`config.mk`:
```
export PLATFORM = sky130hd
export DESIGN_NAME = tcu_timer
export DESIGN_NICKNAME = d
export VERILOG_FILES = /design/src/tcu_tick_gen.v /design/src/tcu_timer.v
export VERILOG_INCLUDE_DIRS = /design/src
export SDC_FILE = /design/constraint.sdc
export NUM_CORES = 1
export LEC_CHECK = 0
export BUFFER_PORTS_ARGS = -buffer_cell sky130_fd_sc_hd__buf_2
export CAP_MARGIN = 5
export CORE_UTILIZATION = 55
export CTS_CLUSTER_SIZE = 30
export DETAILED_ROUTE_END_ITERATION = 8
export PLACE_DENSITY = 0.84
export SYNTH_ARGS = -nofsm -noshare
export SYNTH_HDL_FRONTEND = slang
export SYNTH_SLANG_ARGS = --single-unit
```
`constraint.sdc`:
```
create_clock -name mclk_i -period 3.63 [get_ports mclk_i]
set_clock_uncertainty 0.05 [all_clocks]
set_input_delay 0.1815 -clock mclk_i [delete_from_list [all_inputs] [get_ports mclk_i]]
set_output_delay 0.1815 -clock mclk_i [all_outputs]
set_load 0.005 [all_outputs]
```
`src/tcu_regs.vh`:
```
// Register offsets, field positions, reset values and encodings of the timer
`ifndef TCU_REGS_VH
`define TCU_REGS_VH
// Byte offsets on the register bus
`define TCU_OFF_CTRL_A 12'h000
`define TCU_OFF_CTRL_B 12'h004
`define TCU_OFF_COUNT 12'h008
`define TCU_OFF_CMP_A 12'h00c
`define TCU_OFF_CMP_B 12'h010
`define TCU_OFF_MASK 12'h014
`define TCU_OFF_FLAG 12'h018
`define TCU_OFF_SVC 12'h01c
// Control A fields
`define TCU_CA_WGM_LO 1:0
`define TCU_CA_COMB 5:4
`define TCU_CA_COMA 7:6
// Control B fields
`define TCU_CB_CS 2:0
`define TCU_CB_WGM_HI 3
`define TCU_CB_FOCB 6
`define TCU_CB_FOCA 7
// Flag and mask bit positions
`define TCU_FLG_OVF 0
`define TCU_FLG_CMPA 1
`define TCU_FLG_CMPB 2
// Values
`define TCU_RST_BYTE 8'h00
`define TCU_BOTTOM 8'h00
`define TCU_MAX 8'hff
`define TCU_WGM_NORMAL 3'h0
`define TCU_WGM_PCPWM 3'h1
`define TCU_WGM_CTC 3'h2
`define TCU_WGM_FAST 3'h3
`define TCU_WGM_PCPWM_A 3'h5
`define TCU_WGM_FAST_A 3'h7
`define TCU_CS_STOP 3'h0
`define TCU_CS_EXT_FALL 3'h6
`define TCU_CS_EXT_RISE 3'h7
`endif

```
`src/tcu_tick_gen.v`:
```
// Timer tick source: prescaler taps or external count input edges
`timescale 1ns/100ps
`include "tcu_regs.vh"
module tcu_tick_gen (
  input wire mclk_i,
  input wire rst_n_i,
  input wire [2:0] clock_source_select_i,
  input wire external_count_input_i,
  output reg timer_tick_o
);
  reg [9:0] presc_ff;
  reg ext_meta_ff;
  reg ext_sync_ff;
  reg ext_prev_ff;
  reg nxt_tick;
  wire ext_rise;
  wire ext_fall;

  // Free-running prescaler and two-stage synchroniser on the pin
  always @(posedge mclk_i or negedge rst_n_i) begin
    if (!rst_n_i) begin
      presc_ff <= 10'h000;
      ext_meta_ff <= 1'b0;
      ext_sync_ff <= 1'b0;
      ext_prev_ff <= 1'b0;
    end else begin
      presc_ff <= presc_ff + 10'h001;
      ext_meta_ff <= external_count_input_i;
      ext_sync_ff <= ext_meta_ff;
      ext_prev_ff <= ext_sync_ff;
    end
  end

  assign ext_rise = ext_sync_ff & ~ext_prev_ff;
  assign ext_fall = ~ext_sync_ff & ext_prev_ff;

  // Select source and edge; zero selects no tick
  always @* begin
    case (clock_source_select_i)
      `TCU_CS_STOP: nxt_tick = 1'b0;
      3'h1: nxt_tick = 1'b1;
      3'h2: nxt_tick = (presc_ff[2:0] == 3'h7);
      3'h3: nxt_tick = (presc_ff[5:0] == 6'h3f);
      3'h4: nxt_tick = (presc_ff[7:0] == 8'hff);
      3'h5: nxt_tick = (presc_ff == 10'h3ff);
      `TCU_CS_EXT_FALL: nxt_tick = ext_fall;
      `TCU_CS_EXT_RISE: nxt_tick = ext_rise;
      default: nxt_tick = 1'b0;
    endcase
  end

  // Registered one-cycle tick
  always @(posedge mclk_i or negedge rst_n_i) begin
    if (!rst_n_i) begin
      timer_tick_o <= 1'b0;
    end else begin
      timer_tick_o <= nxt_tick;
    end
  end
endmodule // tcu_tick_gen

```
`src/tcu_timer.v`:
```
// 8-bit timer/counter with two compare channels and an APB register slave
//
// Overview of operation
// - Count and compare values are 8 bits
// - Flags show requests, each gated by mask
// - Tick from prescaler or external pin edge
// - Clock select zero stops the counter
// - Each tick clears, increments or decrements
// - CPU count write beats clear or count
// - Bottom 0x00, max 0xFF, top per mode
// - Mode bits split across control A and B
// - Match sets compare flag one tick later
// - Masked flag requests interrupt, cleared when serviced
// - Writing one clears flag, zero keeps
// - Overflow flag set per mode, requests interrupt
// - Compare buffered only in PWM modes
// - Buffer copied at top only
// - CPU reaches buffer or active compare register
// - Force strobe acts on output outside PWM modes, no flag
// - Count write blocks matches next tick
// - Output from match, mode, action, extremes
// - Normal mode wraps, overflow at zero
// - Clear-on-match mode clears at compare A
// - Fast PWM top 0xFF or compare A
// - Action zero leaves output untouched
`timescale 1ns/100ps
`include "tcu_regs.vh"
module tcu_timer (
  input wire mclk_i,
  input wire rst_n_i,
  input wire psel,
  input wire penable,
  input wire pwrite,
  input wire [11:0] paddr,
  input wire [31:0] pwdata,
  output reg [31:0] prdata,
  output reg pready,
  output reg pslverr,
  input wire external_count_input_i,
  output reg waveform_output_a_o,
  output reg waveform_output_b_o,
  output reg ovf_irq_o,
  output reg cmpa_irq_o,
  output reg cmpb_irq_o
);
  reg [7:0] ctrl_a_ff;
  reg [3:0] ctrl_b_ff;
  reg [7:0] timer_count_value_ff;
  reg [7:0] compare_a_value_ff;
  reg [7:0] compare_b_value_ff;
  reg [7:0] buf_a_ff;
  reg [7:0] buf_b_ff;
  reg [2:0] timer_mask_register_ff;
  reg [2:0] timer_flag_register_ff;
  reg dir_down_ff;
  reg block_ff;
  reg [31:0] nxt_rdata;
  reg [7:0] nxt_count;
  reg nxt_down;
  reg nxt_wave_a;
  reg nxt_wave_b;
  reg hit_ovf;
  wire timer_tick;
  wire acc;
  wire wr;
  wire [2:0] waveform_mode_select;
  wire [1:0] act_a;
  wire [1:0] act_b;
  wire pwm_mode;
  wire fast_mode;
  wire pc_mode;
  wire [7:0] top_val;
  wire at_top;
  wire at_bottom;
  wire eq_a;
  wire eq_b;
  wire m_a;
  wire m_b;
  wire wr_ctrl_b;
  wire wr_count;
  wire force_a;
  wire force_b;
  wire [2:0] clr_sw;
  wire [2:0] clr_svc;
  wire [2:0] set_flags;
  wire [2:0] nxt_flags;
  wire wr_ctrl_a;
  wire wr_mask;
  wire wr_flag;
  wire wr_svc;
  wire wr_cmp_a;
  wire wr_cmp_b;
  wire tick_m_a;
  wire tick_m_b;
  wire load_buf;

  tcu_tick_gen u_tick (
    .mclk_i(mclk_i),
    .rst_n_i(rst_n_i),
    .clock_source_select_i(ctrl_b_ff[`TCU_CB_CS]),
    .external_count_input_i(external_count_input_i),
    .timer_tick_o(timer_tick)
  );

  // Bus decode; zero-wait slave
  assign acc = psel & penable;
  assign wr = acc & pwrite;
  assign wr_ctrl_b = wr & (paddr == `TCU_OFF_CTRL_B);
  assign wr_count = wr & (paddr == `TCU_OFF_COUNT);
  assign force_a = wr_ctrl_b & pwdata[`TCU_CB_FOCA] & ~pwm_mode;
  assign force_b = wr_ctrl_b & pwdata[`TCU_CB_FOCB] & ~pwm_mode;

  // Write strobes of the remaining registers
  assign wr_ctrl_a = wr & (paddr == `TCU_OFF_CTRL_A);
  assign wr_mask = wr & (paddr == `TCU_OFF_MASK);
  assign wr_flag = wr & (paddr == `TCU_OFF_FLAG);
  assign wr_svc = wr & (paddr == `TCU_OFF_SVC);
  assign wr_cmp_a = wr & (paddr == `TCU_OFF_CMP_A);
  assign wr_cmp_b = wr & (paddr == `TCU_OFF_CMP_B);

  // Mode decode from split fields
  assign waveform_mode_select = {ctrl_b_ff[3],
    ctrl_a_ff[`TCU_CA_WGM_LO]};
  assign act_a = ctrl_a_ff[`TCU_CA_COMA];
  assign act_b = ctrl_a_ff[`TCU_CA_COMB];
  assign fast_mode = (waveform_mode_select == `TCU_WGM_FAST) |
    (waveform_mode_select == `TCU_WGM_FAST_A);
  assign pc_mode = (waveform_mode_select == `TCU_WGM_PCPWM) |
    (waveform_mode_select == `TCU_WGM_PCPWM_A);
  assign pwm_mode = fast_mode | pc_mode;
  assign top_val = waveform_mode_select[2] ? compare_a_value_ff :
    `TCU_MAX;
  assign at_top = (timer_count_value_ff == top_val);
  assign at_bottom = (timer_count_value_ff == `TCU_BOTTOM);

  // Comparators run always; matches blocked after a count write
  assign eq_a = (timer_count_value_ff == compare_a_value_ff);
  assign eq_b = (timer_count_value_ff == compare_b_value_ff);
  assign m_a = eq_a & ~block_ff;
  assign m_b = eq_b & ~block_ff;

  // Matches that land on a tick; buffer load at top of a PWM cycle
  assign tick_m_a = timer_tick & m_a;
  assign tick_m_b = timer_tick & m_b;
  assign load_buf = pwm_mode & timer_tick & at_top;

  // Next count and direction per mode
  always @* begin
    nxt_count = timer_count_value_ff;
    nxt_down = dir_down_ff;
    hit_ovf = 1'b0;
    case (waveform_mode_select)
      `TCU_WGM_CTC: begin
        if (eq_a) begin
          nxt_count = `TCU_BOTTOM;
        end else begin
          nxt_count = timer_count_value_ff + 8'h01;
        end
        hit_ovf = (timer_count_value_ff == `TCU_MAX) & ~eq_a;
      end
      `TCU_WGM_FAST, `TCU_WGM_FAST_A: begin
        if (at_top) begin
          nxt_count = `TCU_BOTTOM;
        end else begin
          nxt_count = timer_count_value_ff + 8'h01;
        end
        hit_ovf = at_top;
      end
      `TCU_WGM_PCPWM, `TCU_WGM_PCPWM_A: begin
        if (at_top) begin
          nxt_down = 1'b1;
        end else if (at_bottom) begin
          nxt_down = 1'b0;
        end
        if (nxt_down) begin
          nxt_count = timer_count_value_ff - 8'h01;
        end else begin
          nxt_count = timer_count_value_ff + 8'h01;
        end
        hit_ovf = at_bottom;
      end
      default: begin
        nxt_count = timer_count_value_ff + 8'h01;
        hit_ovf = (timer_count_value_ff == `TCU_MAX);
      end
    endcase
  end

  // Waveform generator for both channels
  always @* begin
    nxt_wave_a = waveform_output_a_o;
    nxt_wave_b = waveform_output_b_o;
    if (pwm_mode) begin
      // extreme values handled via top in fast PWM only; bottom is not used
      if (fast_mode & at_top & act_a[1]) begin
        nxt_wave_a = ~act_a[0];
      end else if (m_a & act_a[1]) begin
        nxt_wave_a = act_a[0] ^ (pc_mode & dir_down_ff);
      end
      if (fast_mode & at_top & act_b[1]) begin
        nxt_wave_b = ~act_b[0];
      end else if (m_b & act_b[1]) begin
        nxt_wave_b = act_b[0] ^ (pc_mode & dir_down_ff);
      end
    end else begin
      // set, clear or toggle on match; zero does nothing
      if (tick_m_a | force_a) begin
        case (act_a)
          2'h1: nxt_wave_a = ~waveform_output_a_o;
          2'h2: nxt_wave_a = 1'b0;
          2'h3: nxt_wave_a = 1'b1;
          default: nxt_wave_a = waveform_output_a_o;
        endcase
      end
      if (tick_m_b | force_b) begin
        case (act_b)
          2'h1: nxt_wave_b = ~waveform_output_b_o;
          2'h2: nxt_wave_b = 1'b0;
          2'h3: nxt_wave_b = 1'b1;
          default: nxt_wave_b = waveform_output_b_o;
        endcase
      end
    end
  end

  // Flag set and clear terms
  assign set_flags = {tick_m_b, tick_m_a, timer_tick & hit_ovf};
  assign clr_sw = wr_flag ? pwdata[2:0] : 3'h0;
  assign clr_svc = wr_svc ? pwdata[2:0] : 3'h0;
  assign nxt_flags = (timer_flag_register_ff & ~(clr_sw | clr_svc)) |
    set_flags;

  // Register file, counter, compare and flags
  always @(posedge mclk_i or negedge rst_n_i) begin
    if (!rst_n_i) begin
      ctrl_a_ff <= `TCU_RST_BYTE;
      ctrl_b_ff <= 4'h0;
      timer_count_value_ff <= `TCU_RST_BYTE;
      compare_a_value_ff <= `TCU_RST_BYTE;
      compare_b_value_ff <= `TCU_RST_BYTE;
      buf_a_ff <= `TCU_RST_BYTE;
      buf_b_ff <= `TCU_RST_BYTE;
      timer_mask_register_ff <= 3'h0;
      timer_flag_register_ff <= 3'h0;
      dir_down_ff <= 1'b0;
      block_ff <= 1'b0;
    end else begin
      // Control and mask writes
      if (wr_ctrl_a) begin
        ctrl_a_ff <= pwdata[7:0];
      end
      if (wr_ctrl_b) begin
        ctrl_b_ff <= {pwdata[`TCU_CB_WGM_HI], pwdata[`TCU_CB_CS]};
      end
      if (wr_mask) begin
        timer_mask_register_ff <= pwdata[2:0];
      end
      // Count write wins; block lasts until the next tick passes
      if (wr_count) begin
        timer_count_value_ff <= pwdata[7:0];
        block_ff <= 1'b1;
      end else begin
        if (timer_tick) begin
          timer_count_value_ff <= nxt_count;
          dir_down_ff <= nxt_down;
          block_ff <= 1'b0;
        end
      end
      // Compare writes go to buffer or active register
      if (wr_cmp_a) begin
        if (pwm_mode) begin
          buf_a_ff <= pwdata[7:0];
        end else begin
          compare_a_value_ff <= pwdata[7:0];
          buf_a_ff <= pwdata[7:0];
        end
      end else if (load_buf) begin
        compare_a_value_ff <= buf_a_ff;
      end
      if (wr_cmp_b) begin
        if (pwm_mode) begin
          buf_b_ff <= pwdata[7:0];
        end else begin
          compare_b_value_ff <= pwdata[7:0];
          buf_b_ff <= pwdata[7:0];
        end
      end else if (load_buf) begin
        compare_b_value_ff <= buf_b_ff;
      end
      // Set wins over a clear in the same cycle
      timer_flag_register_ff <= nxt_flags;
    end
  end

  // Read mux
  always @* begin
    case (paddr)
      `TCU_OFF_CTRL_A: nxt_rdata = {24'h000000, ctrl_a_ff};
      `TCU_OFF_CTRL_B: nxt_rdata = {28'h0000000, ctrl_b_ff};
      `TCU_OFF_COUNT: nxt_rdata = {24'h000000, timer_count_value_ff};
      `TCU_OFF_CMP_A: nxt_rdata = {24'h000000,
        (pwm_mode ? buf_a_ff : compare_a_value_ff)};
      `TCU_OFF_CMP_B: nxt_rdata = {24'h000000,
        (pwm_mode ? buf_b_ff : compare_b_value_ff)};
      `TCU_OFF_MASK: nxt_rdata = {29'h00000000, timer_mask_register_ff};
      `TCU_OFF_FLAG: nxt_rdata = {29'h00000000, timer_flag_register_ff};
      `TCU_OFF_SVC: nxt_rdata = 32'h00000000;
      default: nxt_rdata = 32'h00000000;
    endcase
  end

  // Registered outputs: bus answer, waveforms, requests
  always @(posedge mclk_i or negedge rst_n_i) begin
    if (!rst_n_i) begin
      prdata <= 32'h00000000;
      pready <= 1'b0;
      pslverr <= 1'b0;
      waveform_output_a_o <= 1'b0;
      waveform_output_b_o <= 1'b0;
      ovf_irq_o <= 1'b0;
      cmpa_irq_o <= 1'b0;
      cmpb_irq_o <= 1'b0;
    end else begin
      pready <= psel & ~penable;
      pslverr <= psel & ~penable & (paddr > `TCU_OFF_SVC |
        paddr[1:0] != 2'h0);
      prdata <= nxt_rdata;
      // Waveforms move only on a tick or a force strobe
      if (timer_tick | force_a | force_b) begin
        waveform_output_a_o <= nxt_wave_a;
        waveform_output_b_o <= nxt_wave_b;
      end
      // Requests follow flag and mask one cycle later
      ovf_irq_o <= timer_flag_register_ff[`TCU_FLG_OVF] &
        timer_mask_register_ff[`TCU_FLG_OVF];
      cmpa_irq_o <= timer_flag_register_ff[`TCU_FLG_CMPA] &
        timer_mask_register_ff[`TCU_FLG_CMPA];
      cmpb_irq_o <= timer_flag_register_ff[`TCU_FLG_CMPB] &
        timer_mask_register_ff[`TCU_FLG_CMPB];
    end
  end
endmodule // tcu_timer

```
Word-level counts from Yosys, hierarchy flattened
Cells that the tools add are included.
W data, S select, Z words.
{"block": "word_totals", "out_inout_bits": 39, "reg_bits": 113, "in_bits": 50}
{"block": "classes", "n_mux": 34, "magnitude_cmp": 1, "bitwise_logic": 60, "eq_ne": 37, "reduce_logical": 18, "add_sub_neg": 3}
{"operator": "$mux W8", "n": 13}
{"operator": "$pmux W8 S7", "n": 1}
{"operator": "$eq A12 B5 Y1 const B", "n": 4}
{"operator": "$and A1 B1 Y1", "n": 35}
{"operator": "$eq A12 B4 Y1 const B", "n": 2}
{"operator": "$eq A8 B8 Y1", "n": 3}
{"operator": "$pmux W8 S3", "n": 1}
{"operator": "$eq A3 B3 Y1 const B", "n": 7}
{"operator": "$eq A8 B8 Y1 const B", "n": 2}
{"operator": "$mux W1", "n": 13}
{"operator": "$eq A12 B3 Y1 const B", "n": 1}
{"operator": "$eq A3 B2 Y1 const B", "n": 4}
{"operator": "$gt A12 B5 Y1 const B", "n": 1}
{"operator": "$logic_not A12 Y1", "n": 1}
{"operator": "$reduce_bool A2 Y1", "n": 6}
{"operator": "$not A1 Y1", "n": 11}
{"operator": "$add A10 B1 Y10 const B", "n": 1}
{"operator": "$eq A10 B10 Y1 const B", "n": 1}
{"operator": "$pmux W1 S3", "n": 3}
{"operator": "$add A8 B1 Y8 const B", "n": 1}
{"operator": "$eq A2 B2 Y1 const B", "n": 4}
{"operator": "$logic_not A8 Y1", "n": 1}
{"operator": "$or A1 B1 Y1", "n": 8}
{"operator": "$pmux W1 S8", "n": 1}
{"operator": "17 further kinds", "n": 28}

Longest topological paths before layout
Gate-level depths: netlist of run 1.
{"block": "depth", "word_depth": 8, "mapped_depth": 10}

By module
From an unflattened synthesis of run 1, not the netlist that was laid out.
{"block": "hier_totals", "hier_cells": 493, "hier_area_um2": 5183.7}
{"module": "tcu_timer", "area_each_um2": 4620.7, "seq_area_each_um2": 1876.8, "instances": 1, "cells_per_inst": 446}
{"module": "tcu_tick_gen", "area_each_um2": 563.0, "seq_area_each_um2": 350.3, "instances": 1, "cells_per_inst": 47}

Worst setup path after synthesis of run 1
No wires, ideal clock.
{"block": "synth_timing", "path_kind": "register -> register", "startpoint": "register timer_count_value_ff[1]", "endpoint": "register compare_b_value_ff[0]", "required_time_ns": 3.455, "path_buffers": 0, "path_stages_with_launch": 8, "t_arrival_ns": 2.397, "synth_period_minus_slack_ns": 2.571, "setup_slack_ns": 1.059, "path_cell_list": "dfrtp_1 inv_1 o221a_1 or4b_4 a211oi_4 nand3_4 mux2i_4 mux2_2"}
{"block": "synth_via", "elab_chain_len": 4}
{"item": "from (decl)", "line": "tcu_timer.v:48", "source": "reg [7:0] timer_count_value_ff;"}
{"item": "from (signal assigned)", "line": "tcu_timer.v:238", "source": "timer_count_value_ff <= `TCU_RST_BYTE;"}
{"item": "from (signal assigned)", "line": "tcu_timer.v:260", "source": "timer_count_value_ff <= pwdata[7:0];"}
{"item": "from (signal assigned)", "line": "tcu_timer.v:264", "source": "timer_count_value_ff <= nxt_count;"}
{"item": "$eq A8 B8 Y1", "line": "tcu_timer.v:133", "source": "assign at_top = (timer_count_value_ff == top_val);"}
{"item": "$and A1 B1 Y1", "line": "tcu_timer.v:145", "source": "assign load_buf = pwm_mode & timer_tick & at_top;"}
{"item": "$reduce_bool A2 Y1 (no source line)"}
{"item": "$reduce_and A2 Y1 (no source line)"}
{"item": "to (signal assigned)", "line": "tcu_timer.v:240", "source": "compare_b_value_ff <= `TCU_RST_BYTE;"}
{"item": "to (signal assigned)", "line": "tcu_timer.v:284", "source": "compare_b_value_ff <= pwdata[7:0];"}
{"item": "to (signal assigned)", "line": "tcu_timer.v:288", "source": "compare_b_value_ff <= buf_b_ff;"}
{"item": "to (decl)", "line": "tcu_timer.v:50", "source": "reg [7:0] compare_b_value_ff;"}
No other way between the ends.
A chain may end at the register's enable or synchronous reset.

Worst setup path in the final report of run 1
Same ends and word-level chain as after synthesis.

==> reports/qor.csv, run 1 <==
metric,value,unit
CTS H-tree depth,3,
total core area,8850,um^2
CP Cell Sequence,inv_1 -> o221a_1 -> or4b_4 -> a211oi_4 -> nand3_4 -> mux2i_4 -> mux2_2,
die span in y,98.5,um
cell family with most CP delay,multiplexers,
Die X,98.5,um
cells after synthesis,496,
Worst-path clk slew,0.10,ns
Worst Hold Depth,2,
mapped cell area,5120,um^2
Post-synth EDFFs,0,
Hold WC Path Type,in -> reg,
critical path class,reg -> reg,
Post-Place Cells,630,
crit-path max FO,10,
initial antenna violation count,0,
CTS tree,done,
Worst Hold End,pready,
GR Util met3,0.0348,
Fmax,336,MHz
WP data arrival,3.19,ns
first-pass GRT wire length,19.5,mm
Setup crit start kind,flop,
IO Port Bufs,40,
CP required,3.84,ns
Pre-Repair DR Iteration Count,7,
most frequent cells in the layout,"dfrtp_1, mux2_2, buf_2",
Initial Utilization,0.579,
# clock sinks,89,
CTS resizes,0,
busiest grt layer,met2,
gr ovfl total,0,
R2R Path Start,timer_count_value_ff[1],
DR iter-0 viols,381,
TritonCTS buffer count,9,
status,"complete, no violations",
R2R Path End,compare_b_value_ff[0],
gpl congestion,0.932,
clock root cell,clkbuf_8,
IO Count,89,
syn_area_per_cell,10.3,um^2
largest stage delay on the critical path,0.52,ns
final setup fails,0,
Layout Cells excl Fill,649,
worst r2r path cells,7,
post-synthesis register bit count,89,
# rows,34,
crit path capture type,flop,
Worst-Margin Slew,0.804,ns
vias in the first global route,3922,
GRT Util Overall,0.258,
Worst Min Path Start,psel,
Max Root-Sink Buffers,2,
Max VDD drop,0.180,mV
Area Overhead vs Synth,7.87,%
vias post-DR,4042,
Max Cap Viol,0,
Final nets,591,
Final Slew Violations,0,
drt wl/cell,18.4,um
post-layout min period,2.98,ns
largest cells by area after synthesis,"dfrtp_1, mux2_2, buf_4",
setup TNS,0,ns
Leakage,0.00255,uW
overall routed net length,11.9,mm
RSZ-0062 raised after global routing,false,
setup bufs post-CTS,0,
"most common cell after layout, fill and taps aside",dfrtp_1,
asr flop ratio synth,1.00,
cell taking the most area after synthesis,dfrtp_1,
Power Density,325,nW/um^2
pin count of the biggest net entering global routing,66,
DP HPWL,8.52,mm
Yosys top cell area share,0.435,
Yosys cell types,65,
Fin. Hold Viols,0,
M2 GR Usage,0.425,
ant diodes,0,
DRC Markers,0,
Synth Flop Type,dfrtp_1,
yosys synthesis warning count,0,
fin crit share,0.821,
worst path bufs/invs,1,
slew margin rel.,0.464,
Post-DRT Antenna Nets,0,
register area share after synthesis,0.435,
CP max-delay cell,or4b_4,
"reg-to-reg slack, setup",0.65,ns
layout cells sized above 1,0.242,
clk_lat worst skew,0.38,ns
GR Layer Usage met1,0.340,
Vias per Instance,6.23,
Die Area,9700,um^2
synthesized netlist by cell type (all sizes together), types with 5 or more instances:
cell type and n:
nand3 16, mux2i 15, nand2 37, inv 19, o21ai 26, clkbuf 17
a31oi 6, and3 7, a21oi 18, nor2 31, nor4 6, xnor2 13
o221ai 6, nor3 14, ha 5, buf 32, xor2 13, a221oi 5
nand4 5, o22ai 5, dfrtp 89, mux2 50, and2 5
report_power, final:
part	leakage [uW]	total, uW	internal (uW)	switching (uW)
clock	0.000104	687	276	412
combinational	0.00128	106	32.8	72.8
sequential	0.00117	1000	997	5.96
total	0.00255	1800	1310	490
metrics by stage:
step,total power (uW),hold slack (ns),setup slack [ns],utilization,area [um^2]
after floorplan,1090,-0.164,1.06,-,5210
after global placement,1120,0.242,0.753,0.598,5290
after detailed placement,1120,0.242,0.698,0.598,5290
after CTS,1810,0.00936,0.676,0.624,5520
after global routing,1850,0.0217,0.541,0.624,5520
final,1800,0.0149,0.651,0.624,5520
routing by layer:
layer  share of wire  vias to the layer above
met2            0.50                      189
li1                -                     1822
met1            0.42                     2003
met3           0.063                       28
met5               0                        -
met4           0.024                        0
cells by family after synthesis:
group                    Yosys count  share of synthesized area
AO/OA/AOI/OAI                    100                      0.140
XOR/XNOR                          26                     0.0445
adder cells (fa/ha/maj)            5                     0.0122
buffers and inverters             68                     0.0816
flip-flops                        89                      0.435
multiplexers                      65                      0.142
other                              1                   0.000732
AND/OR/NAND/NOR                  142                      0.145
area by class of cell:
class                   instances  area (um^2)
clock inverters                 7         81.3
clock buffers                   9          124
multi-input cells             362         2560
flip-flops and latches         89         2230
repair buffers                 55          323
well taps                     108          135
fillers                       700         3320
inverters                      19         71.3
state kept, by name (all words and copies together) (netlist names), 3 cells and up:
name / cells
u_tick.presc_ff: 10
buf_a_ff: 8
buf_b_ff: 8
compare_a_value_ff: 8
compare_b_value_ff: 8
ctrl_a_ff: 8
prdata: 8
timer_count_value_ff: 8
ctrl_b_ff: 4
timer_flag_register_ff: 3
timer_mask_register_ff: 3
worst max-delay path by stage:
stage	startpoint	endpoint	slack [ns]	depth (start not counted)
detailed placement	timer_count_value_ff[1]	compare_b_value_ff[0]	0.70	7
finish	timer_count_value_ff[1]	compare_b_value_ff[0]	0.65	7
floorplan	timer_count_value_ff[1]	compare_b_value_ff[0]	1.06	7
global placement	timer_count_value_ff[1]	compare_b_value_ff[2]	0.75	7
global route	timer_count_value_ff[1]	timer_count_value_ff[3]	0.54	8
CTS	timer_count_value_ff[1]	compare_b_value_ff[0]	0.68	7
worst reg2reg max path: stages (launching register included):
cell	delay (ns)
dfrtp_1	0.50
inv_1	0.18
o221a_1	0.24
or4b_4	0.52
a211oi_4	0.44
nand3_4	0.16
mux2i_4	0.38
mux2_2	0.39
what timing repair did:
action / 4_1_cts / 5_1_grt
hold buffers: 3 / 0
endpoints found under the setup margin: 0 / 0
endpoints found under the hold margin: 66 / 0
Note: power is estimated with default switching activity, not from simulation.
==> run 2, diff against run 1 <==
==> constraint.sdc (replaced) <==
create_clock -name mclk_i -period 2.9 [get_ports mclk_i]
set_clock_uncertainty 0.05 [all_clocks]
set_input_delay 0.145 -clock mclk_i [delete_from_list [all_inputs] [get_ports mclk_i]]
set_output_delay 0.145 -clock mclk_i [all_outputs]
set_load 0.005 [all_outputs]
==> run 2 against run 1 <==
Maximum frequency rose by 7.8%; global-route usage rose by 1.2 points; hold slack got worse by 0.0018 ns; power rose by 25%; flip-flop and latch count did not move; largest cell class unchanged.
==> reports/qor.csv, run 2 (synthesis gave the netlist of run 1 again) <==
metric,value,unit,change
crit path capture type,flop,,
Post-Place Cells,641,,+1.7%
Biggest register,u_tick.presc_ff,,
first-pass GRT wire length,20.4,mm,+4.6%
largest stage delay on the critical path,0.53,ns,about the same
Post-DRT Antenna Nets,0,,unchanged
DRC Markers,0,,unchanged
clk_lat worst skew,0.38,ns,about the same
CP max-delay cell,or4b_4,,
Worst-Margin Slew,1.09,ns,+0.290 ns
CTS tree,done,,
clock root cell,clkbuf_8,,
Area Overhead vs Synth,10.7,%,
setup TNS,0,ns,unchanged
die span in y,98.5,um,unchanged
IO Count,89,,unchanged
"most common cell after layout, fill and taps aside",dfrtp_1,,
layout cells sized above 1,0.268,,+0.0262
overall routed net length,12.4,mm,+4.0%
Worst-path clk slew,0.10,ns,about the same
GRT Util Overall,0.269,,+0.0118
Die X,98.5,um,unchanged
WP data arrival,2.97,ns,-0.22 ns
gr ovfl total,0,,unchanged
most frequent cells in the layout,"dfrtp_1, mux2_2, buf_2",,
vias post-DR,4211,,+4.2%
CTS H-tree depth,3,,unchanged
vias in the first global route,4068,,+3.7%
post-layout min period,2.76,ns,-0.217 ns
Vias per Instance,6.31,,+1.4%
# rows,34,,unchanged
IO Port Bufs,40,,unchanged
Leakage,0.00264,uW,+3.2%
crit-path max FO,8,,-2
Initial Utilization,0.579,,unchanged
# clock sinks,89,,unchanged
Fmax,362,MHz,+7.8%
status,"complete, no violations",,
DP HPWL,8.65,mm,+1.6%
max reg flops,10,,unchanged
CP required,3.11,ns,-0.73 ns
Final nets,609,,+3.0%
total core area,8850,um^2,unchanged
TritonCTS buffer count,9,,unchanged
Hold WC Path Type,in -> reg,,
fin crit share,0.952,,+0.132
final setup fails,0,,unchanged
RSZ-0062 raised after global routing,false,,
CP Cell Sequence,inv_2 -> o221a_1 -> or4b_4 -> a211oi_4 -> nand3_4 -> o2bb2ai_4 -> mux2_2,,
Max Root-Sink Buffers,2,,unchanged
Layout Cells excl Fill,667,,+2.8%
slew margin rel.,0.271,,-0.194
Finished Core Util,0.641,,+0.0163
Final Slew Violations,0,,unchanged
Fin. Hold Viols,0,,unchanged
drt wl/cell,18.6,um,+1.2%
gpl congestion,0.953,,+2.2%
Die Area,9700,um^2,unchanged
ant diodes,0,,unchanged
Max Cap Viol,0,,unchanged
critical path class,reg -> reg,,
pin count of the biggest net entering global routing,90,,+36%
Max VDD drop,0.213,mV,+19%
Power Density,394,nW/um^2,+21%
DR iter-0 viols,419,,+10%
Setup crit start kind,flop,,
initial antenna violation count,0,,unchanged
Pre-Repair DR Iteration Count,7,,unchanged
run 2: path summary, 6_finish.rpt:
kind | startpoint | end | slack (ns) | cells after the start
min in group asynchronous | rst_n_i | ovf_irq_o | 0.46 | 2
worst max-delay path | ctrl_b_ff[3] | compare_a_value_ff[3] | 0.14 | 7
worst min-delay path | pwdata[5] | timer_count_value_ff[5] | 0.01 | 3
worst max register to register | ctrl_b_ff[3] | compare_a_value_ff[3] | 0.14 | 7
max in group asynchronous | rst_n_i | ctrl_b_ff[3] | 1.58 | 2
worst min register to register | u_tick.ext_meta_ff | u_tick.ext_sync_ff | 0.31 | 0
run 2: routing by layer:
metal  track usage  share of wire
met1         0.352           0.41
met2         0.441           0.49
met3        0.0440          0.077
met4         0.130          0.023
met5             0              0
run 2: layout make-up:
| type | count | area [um^2] |
|---|---|---|
| well taps | 108 | 135 |
| fillers | 669 | 3180 |
| clock buffers | 9 | 124 |
| clock inverters | 7 | 68.8 |
| inverters | 19 | 71.3 |
| multi-input cells | 363 | 2570 |
| flip-flops and latches | 89 | 2230 |
| repair buffers | 72 | 465 |
run 2: stage by stage:
| step | instance area [um^2] | total power [uW] | setup WS (ns) | hold WS (ns) |
|---|---|---|---|---|
| global placement | 5370 | 1410 | 0.156 | 0.205 |
| floorplan | 5210 | 1360 | 0.329 | -0.201 |
| global route | 5670 | 2310 | 0.0171 | 0.0463 |
| finish | 5670 | 2240 | 0.138 | 0.0132 |
| detailed placement | 5370 | 1410 | 0.110 | 0.205 |
| CTS | 5600 | 2240 | 0.0841 | 0.00793 |
run 2: report_power, final:
part           leakage, uW  internal, uW  switching, uW
logic              0.00138          43.9           92.4
registers          0.00117          1250           9.38
clock network    0.0000915           333            509
run 2: worst max-delay path, delay by kind of cell, from the launching register on:
family	cells	cell delay, ns
mux	1	0.38
simple gates	2	0.69
compound gates	3	0.98
buf+inv	1	0.10
flops	1	0.45
run 2: repair_timing:
item                                   in CTS  in global routing
setup endpoints to repair                   0                 19
endpoints found under the hold margin      91                  0
buffers inserted                            0                  5
resized for setup                           0                  3
hold buffers                                4                  0
==> run 3, diff against run 2 <==
--- a/config.mk
+++ b/config.mk
@@ -8,10 +8,11 @@
 export LEC_CHECK = 0
 export BUFFER_PORTS_ARGS = -buffer_cell sky130_fd_sc_hd__buf_2
 export CAP_MARGIN = 5
-export CORE_UTILIZATION = 55
+export CORE_MARGIN = 5
+export CORE_UTILIZATION = 51
 export CTS_CLUSTER_SIZE = 30
 export DETAILED_ROUTE_END_ITERATION = 8
-export PLACE_DENSITY = 0.84
+export PLACE_DENSITY = 0.82
 export SYNTH_ARGS = -nofsm -noshare
 export SYNTH_HDL_FRONTEND = slang
 export SYNTH_SLANG_ARGS = --single-unit
==> constraint.sdc (replaced) <==
create_clock -name mclk_i -period 2.4 [get_ports mclk_i]
set_clock_uncertainty 0.05 [all_clocks]
set_input_delay 0.12 -clock mclk_i [delete_from_list [all_inputs] [get_ports mclk_i]]
set_output_delay 0.12 -clock mclk_i [all_outputs]
set_load 0.005 [all_outputs]
==> run 3 against run 2 <==
The run now ends with negative setup slack left; clock power is 29% higher; count of clock-buffer cells in the layout stayed put; register-to-register slack worse by 0.34 ns; cell count is 9.4% higher; hold slack better by 0.014 ns; combinational power is 40% higher.
==> reports/qor.csv, run 3 (synthesis gave the netlist of run 1 again) <==
metric,value,unit,change
post-layout min period,2.61,ns,-0.157 ns
DP HPWL,9.94,mm,+15%
final setup fails,27,,+27
Die Area,12100,um^2,+25%
fin crit share,1.09,,+0.133
Biggest register,u_tick.presc_ff,,
Worst-path clk slew,0.10,ns,about the same
Final Slew Violations,0,,unchanged
Vias per Instance,5.84,,-7.5%
total core area,9770,um^2,+10%
TritonCTS buffer count,9,,unchanged
R2R Path End,compare_b_value_ff[1],,
clock share of power,0.391,,+0.014
critical path class,reg -> reg,,
violated checks,negative setup slack,,
die span in y,110,um,+12%
IO Port Bufs,40,,unchanged
Max Root-Sink Buffers,2,,unchanged
# clock sinks,89,,unchanged
Crit. Startpoint,ctrl_b_ff[3],,
clock root cell,clkbuf_8,,
pin count of the biggest net entering global routing,51,,-43%
"reg-to-reg slack, setup",-0.21,ns,-0.34 ns
Hold WC Path Type,in -> reg,,
CP required,2.61,ns,-0.50 ns
vias post-DR,4262,,+1.2%
Gate power share,0.068,,+0.007
CTS H-tree depth,3,,unchanged
R2R Path Start,ctrl_b_ff[3],,
vias in the first global route,4052,,-0.39%
DR iter-0 viols,405,,-3.3%
Worst-Margin Slew,0.664,ns,-0.430 ns
initial antenna violation count,0,,unchanged
Switch Pwr,727,uW,+19%
Seq pwr share,0.541,,-0.021
clk_lat worst skew,0.38,ns,about the same
CTS tree,done,,
DRC Markers,0,,unchanged
Area Overhead vs Synth,21.8,%,
gpl congestion,0.934,,-2.0%
Internal Power,2070,uW,+27%
gr ovfl total,0,,unchanged
crit-path max FO,8,,unchanged
"most common cell after layout, fill and taps aside",dfrtp_1,,
multi-input combinational cell area,2780,um^2,+7.9%
layout cells sized above 1,0.343,,+0.0750
status,finished with violations,,
first-pass GRT wire length,21.3,mm,+4.4%
Fmax,384,MHz,+6.0%
most frequent cells in the layout,"dfrtp_1, buf_4, buf_2",,
Final nets,647,,+6.2%
RSZ-0062 raised after global routing,true,,
WP data arrival,2.82,ns,-0.15 ns
Seq. cell area,2230,um^2,-0.17%
Max VDD drop,0.312,mV,+46%
Post-DRT Antenna Nets,0,,unchanged
Pre-Repair DR Iteration Count,6,,-1
Initial Utilization,0.524,,-0.0548
overall routed net length,14.0,mm,+13%
Setup crit start kind,flop,,
Power Density,449,nW/um^2,+14%
Finished Core Util,0.638,,-0.00231
crit path capture type,flop,,
Fin. Hold Viols,0,,unchanged
Leakage,0.00291,uW,+11%
# rows,36,,+5.9%
ant diodes,0,,unchanged
drt wl/cell,19.1,um,+2.8%
IO Count,89,,unchanged
Fillers,746,,+12%
max reg flops,10,,unchanged
Max Cap Viol,0,,unchanged
Net Sw Frac,0.260,,-0.0133
GRT Util Overall,0.232,,-0.0370
Tot Pwr,2800,uW,+25%
Die X,110,um,+12%
worst r2r path cells,9,,+2
Setup crit end,compare_b_value_ff[1],,
slew margin rel.,0.558,,+0.287
PnR worst setup slack,-0.205,ns,-0.343 ns
-- run 3: cell count changes in the layout (fill, tap and decap cells not counted), moves of 3 or more --
cell | before | now
mux2_4 | 0 | 18
o21ai_0 | 26 | 19
dfrtp_1 | 86 | 89
o21ai_1 | 0 | 6
buf_4 | 28 | 61
buf_6 | 0 | 3
dfrtp_2 | 3 | 0
mux2_2 | 50 | 32
-- run 3: through the flow --
step	setup WS (ns)	std cells	hold slack (ns)	setup TNS, ns	cell area [um^2]
after global routing	-0.263	730	0.0166	-5.86	6240
after floorplan	-0.155	519	-0.226	-2.57	5230
final	-0.205	730	0.0272	-3.91	6240
after CTS	-0.148	726	0.00474	-2.66	6080
after global placement	-0.155	704	0.140	-1.49	5740
after detailed placement	-0.185	704	0.148	-3.14	5740
-- run 3: power groups by stage --
stage	sequential (uW)	clock (uW)	combinational (uW)
after detailed placement	1540	0	179
after CTS	1510	1110	185
after floorplan	1540	0	105
final	1510	1090	191
after global placement	1540	0	174
after global routing	1520	1170	211
-- run 3: cell type report --
cell class | instances | area share
Sequential cell | 89 | 0.357
Tap cell | 133 | 0.0267
Timing Repair Buffer | 110 | 0.126
Inverter | 19 | 0.0114
Multi-Input combinational cell | 363 | 0.445
Clock buffer | 9 | 0.0199
Clock inverter | 7 | 0.0140
-- run 3: timing repair --
item                                    4_1_cts  5_1_grt
pin swaps                                     2       18
endpoints found under the setup margin       27       27
hold buffers                                  4        0
setup buffers                                 2        3
cloned                                        0        1
gates resized for setup                      16       27
endpoints found under the hold margin        51        0
-- run 3: how the worst min path moves through the flow --
stage / from / to / cells past startpoint
after floorplan: rst_n_i / block_ff / 0
after global placement: rst_n_i / prdata[6] / 1
after global routing: pwdata[4] / timer_count_value_ff[4] / 3
after CTS: pwdata[3] / ctrl_b_ff[3] / 3
after detailed placement: rst_n_i / buf_a_ff[7] / 1
final: pwdata[4] / timer_count_value_ff[4] / 3
-- run 3: critical path, stage by stage (launching register included) --
cell      delay (ns)
dfrtp_1         0.43
nor2b_4         0.17
o221ai_2        0.09
or4b_4          0.56
a211oi_4        0.26
buf_6           0.15
nand3_4         0.11
mux2i_4         0.19
buf_12          0.16
mux2_4          0.31
-- run 3: routing by layer --
metal / part of all wire / vias to the layer above / global-route usage
met5: 0 / - / 0
met4: 0.025 / 0 / 0.0871
met3: 0.068 / 36 / 0.0553
li1: - / 1948 / -
met1: 0.42 / 2091 / 0.316
met2: 0.48 / 187 / 0.363
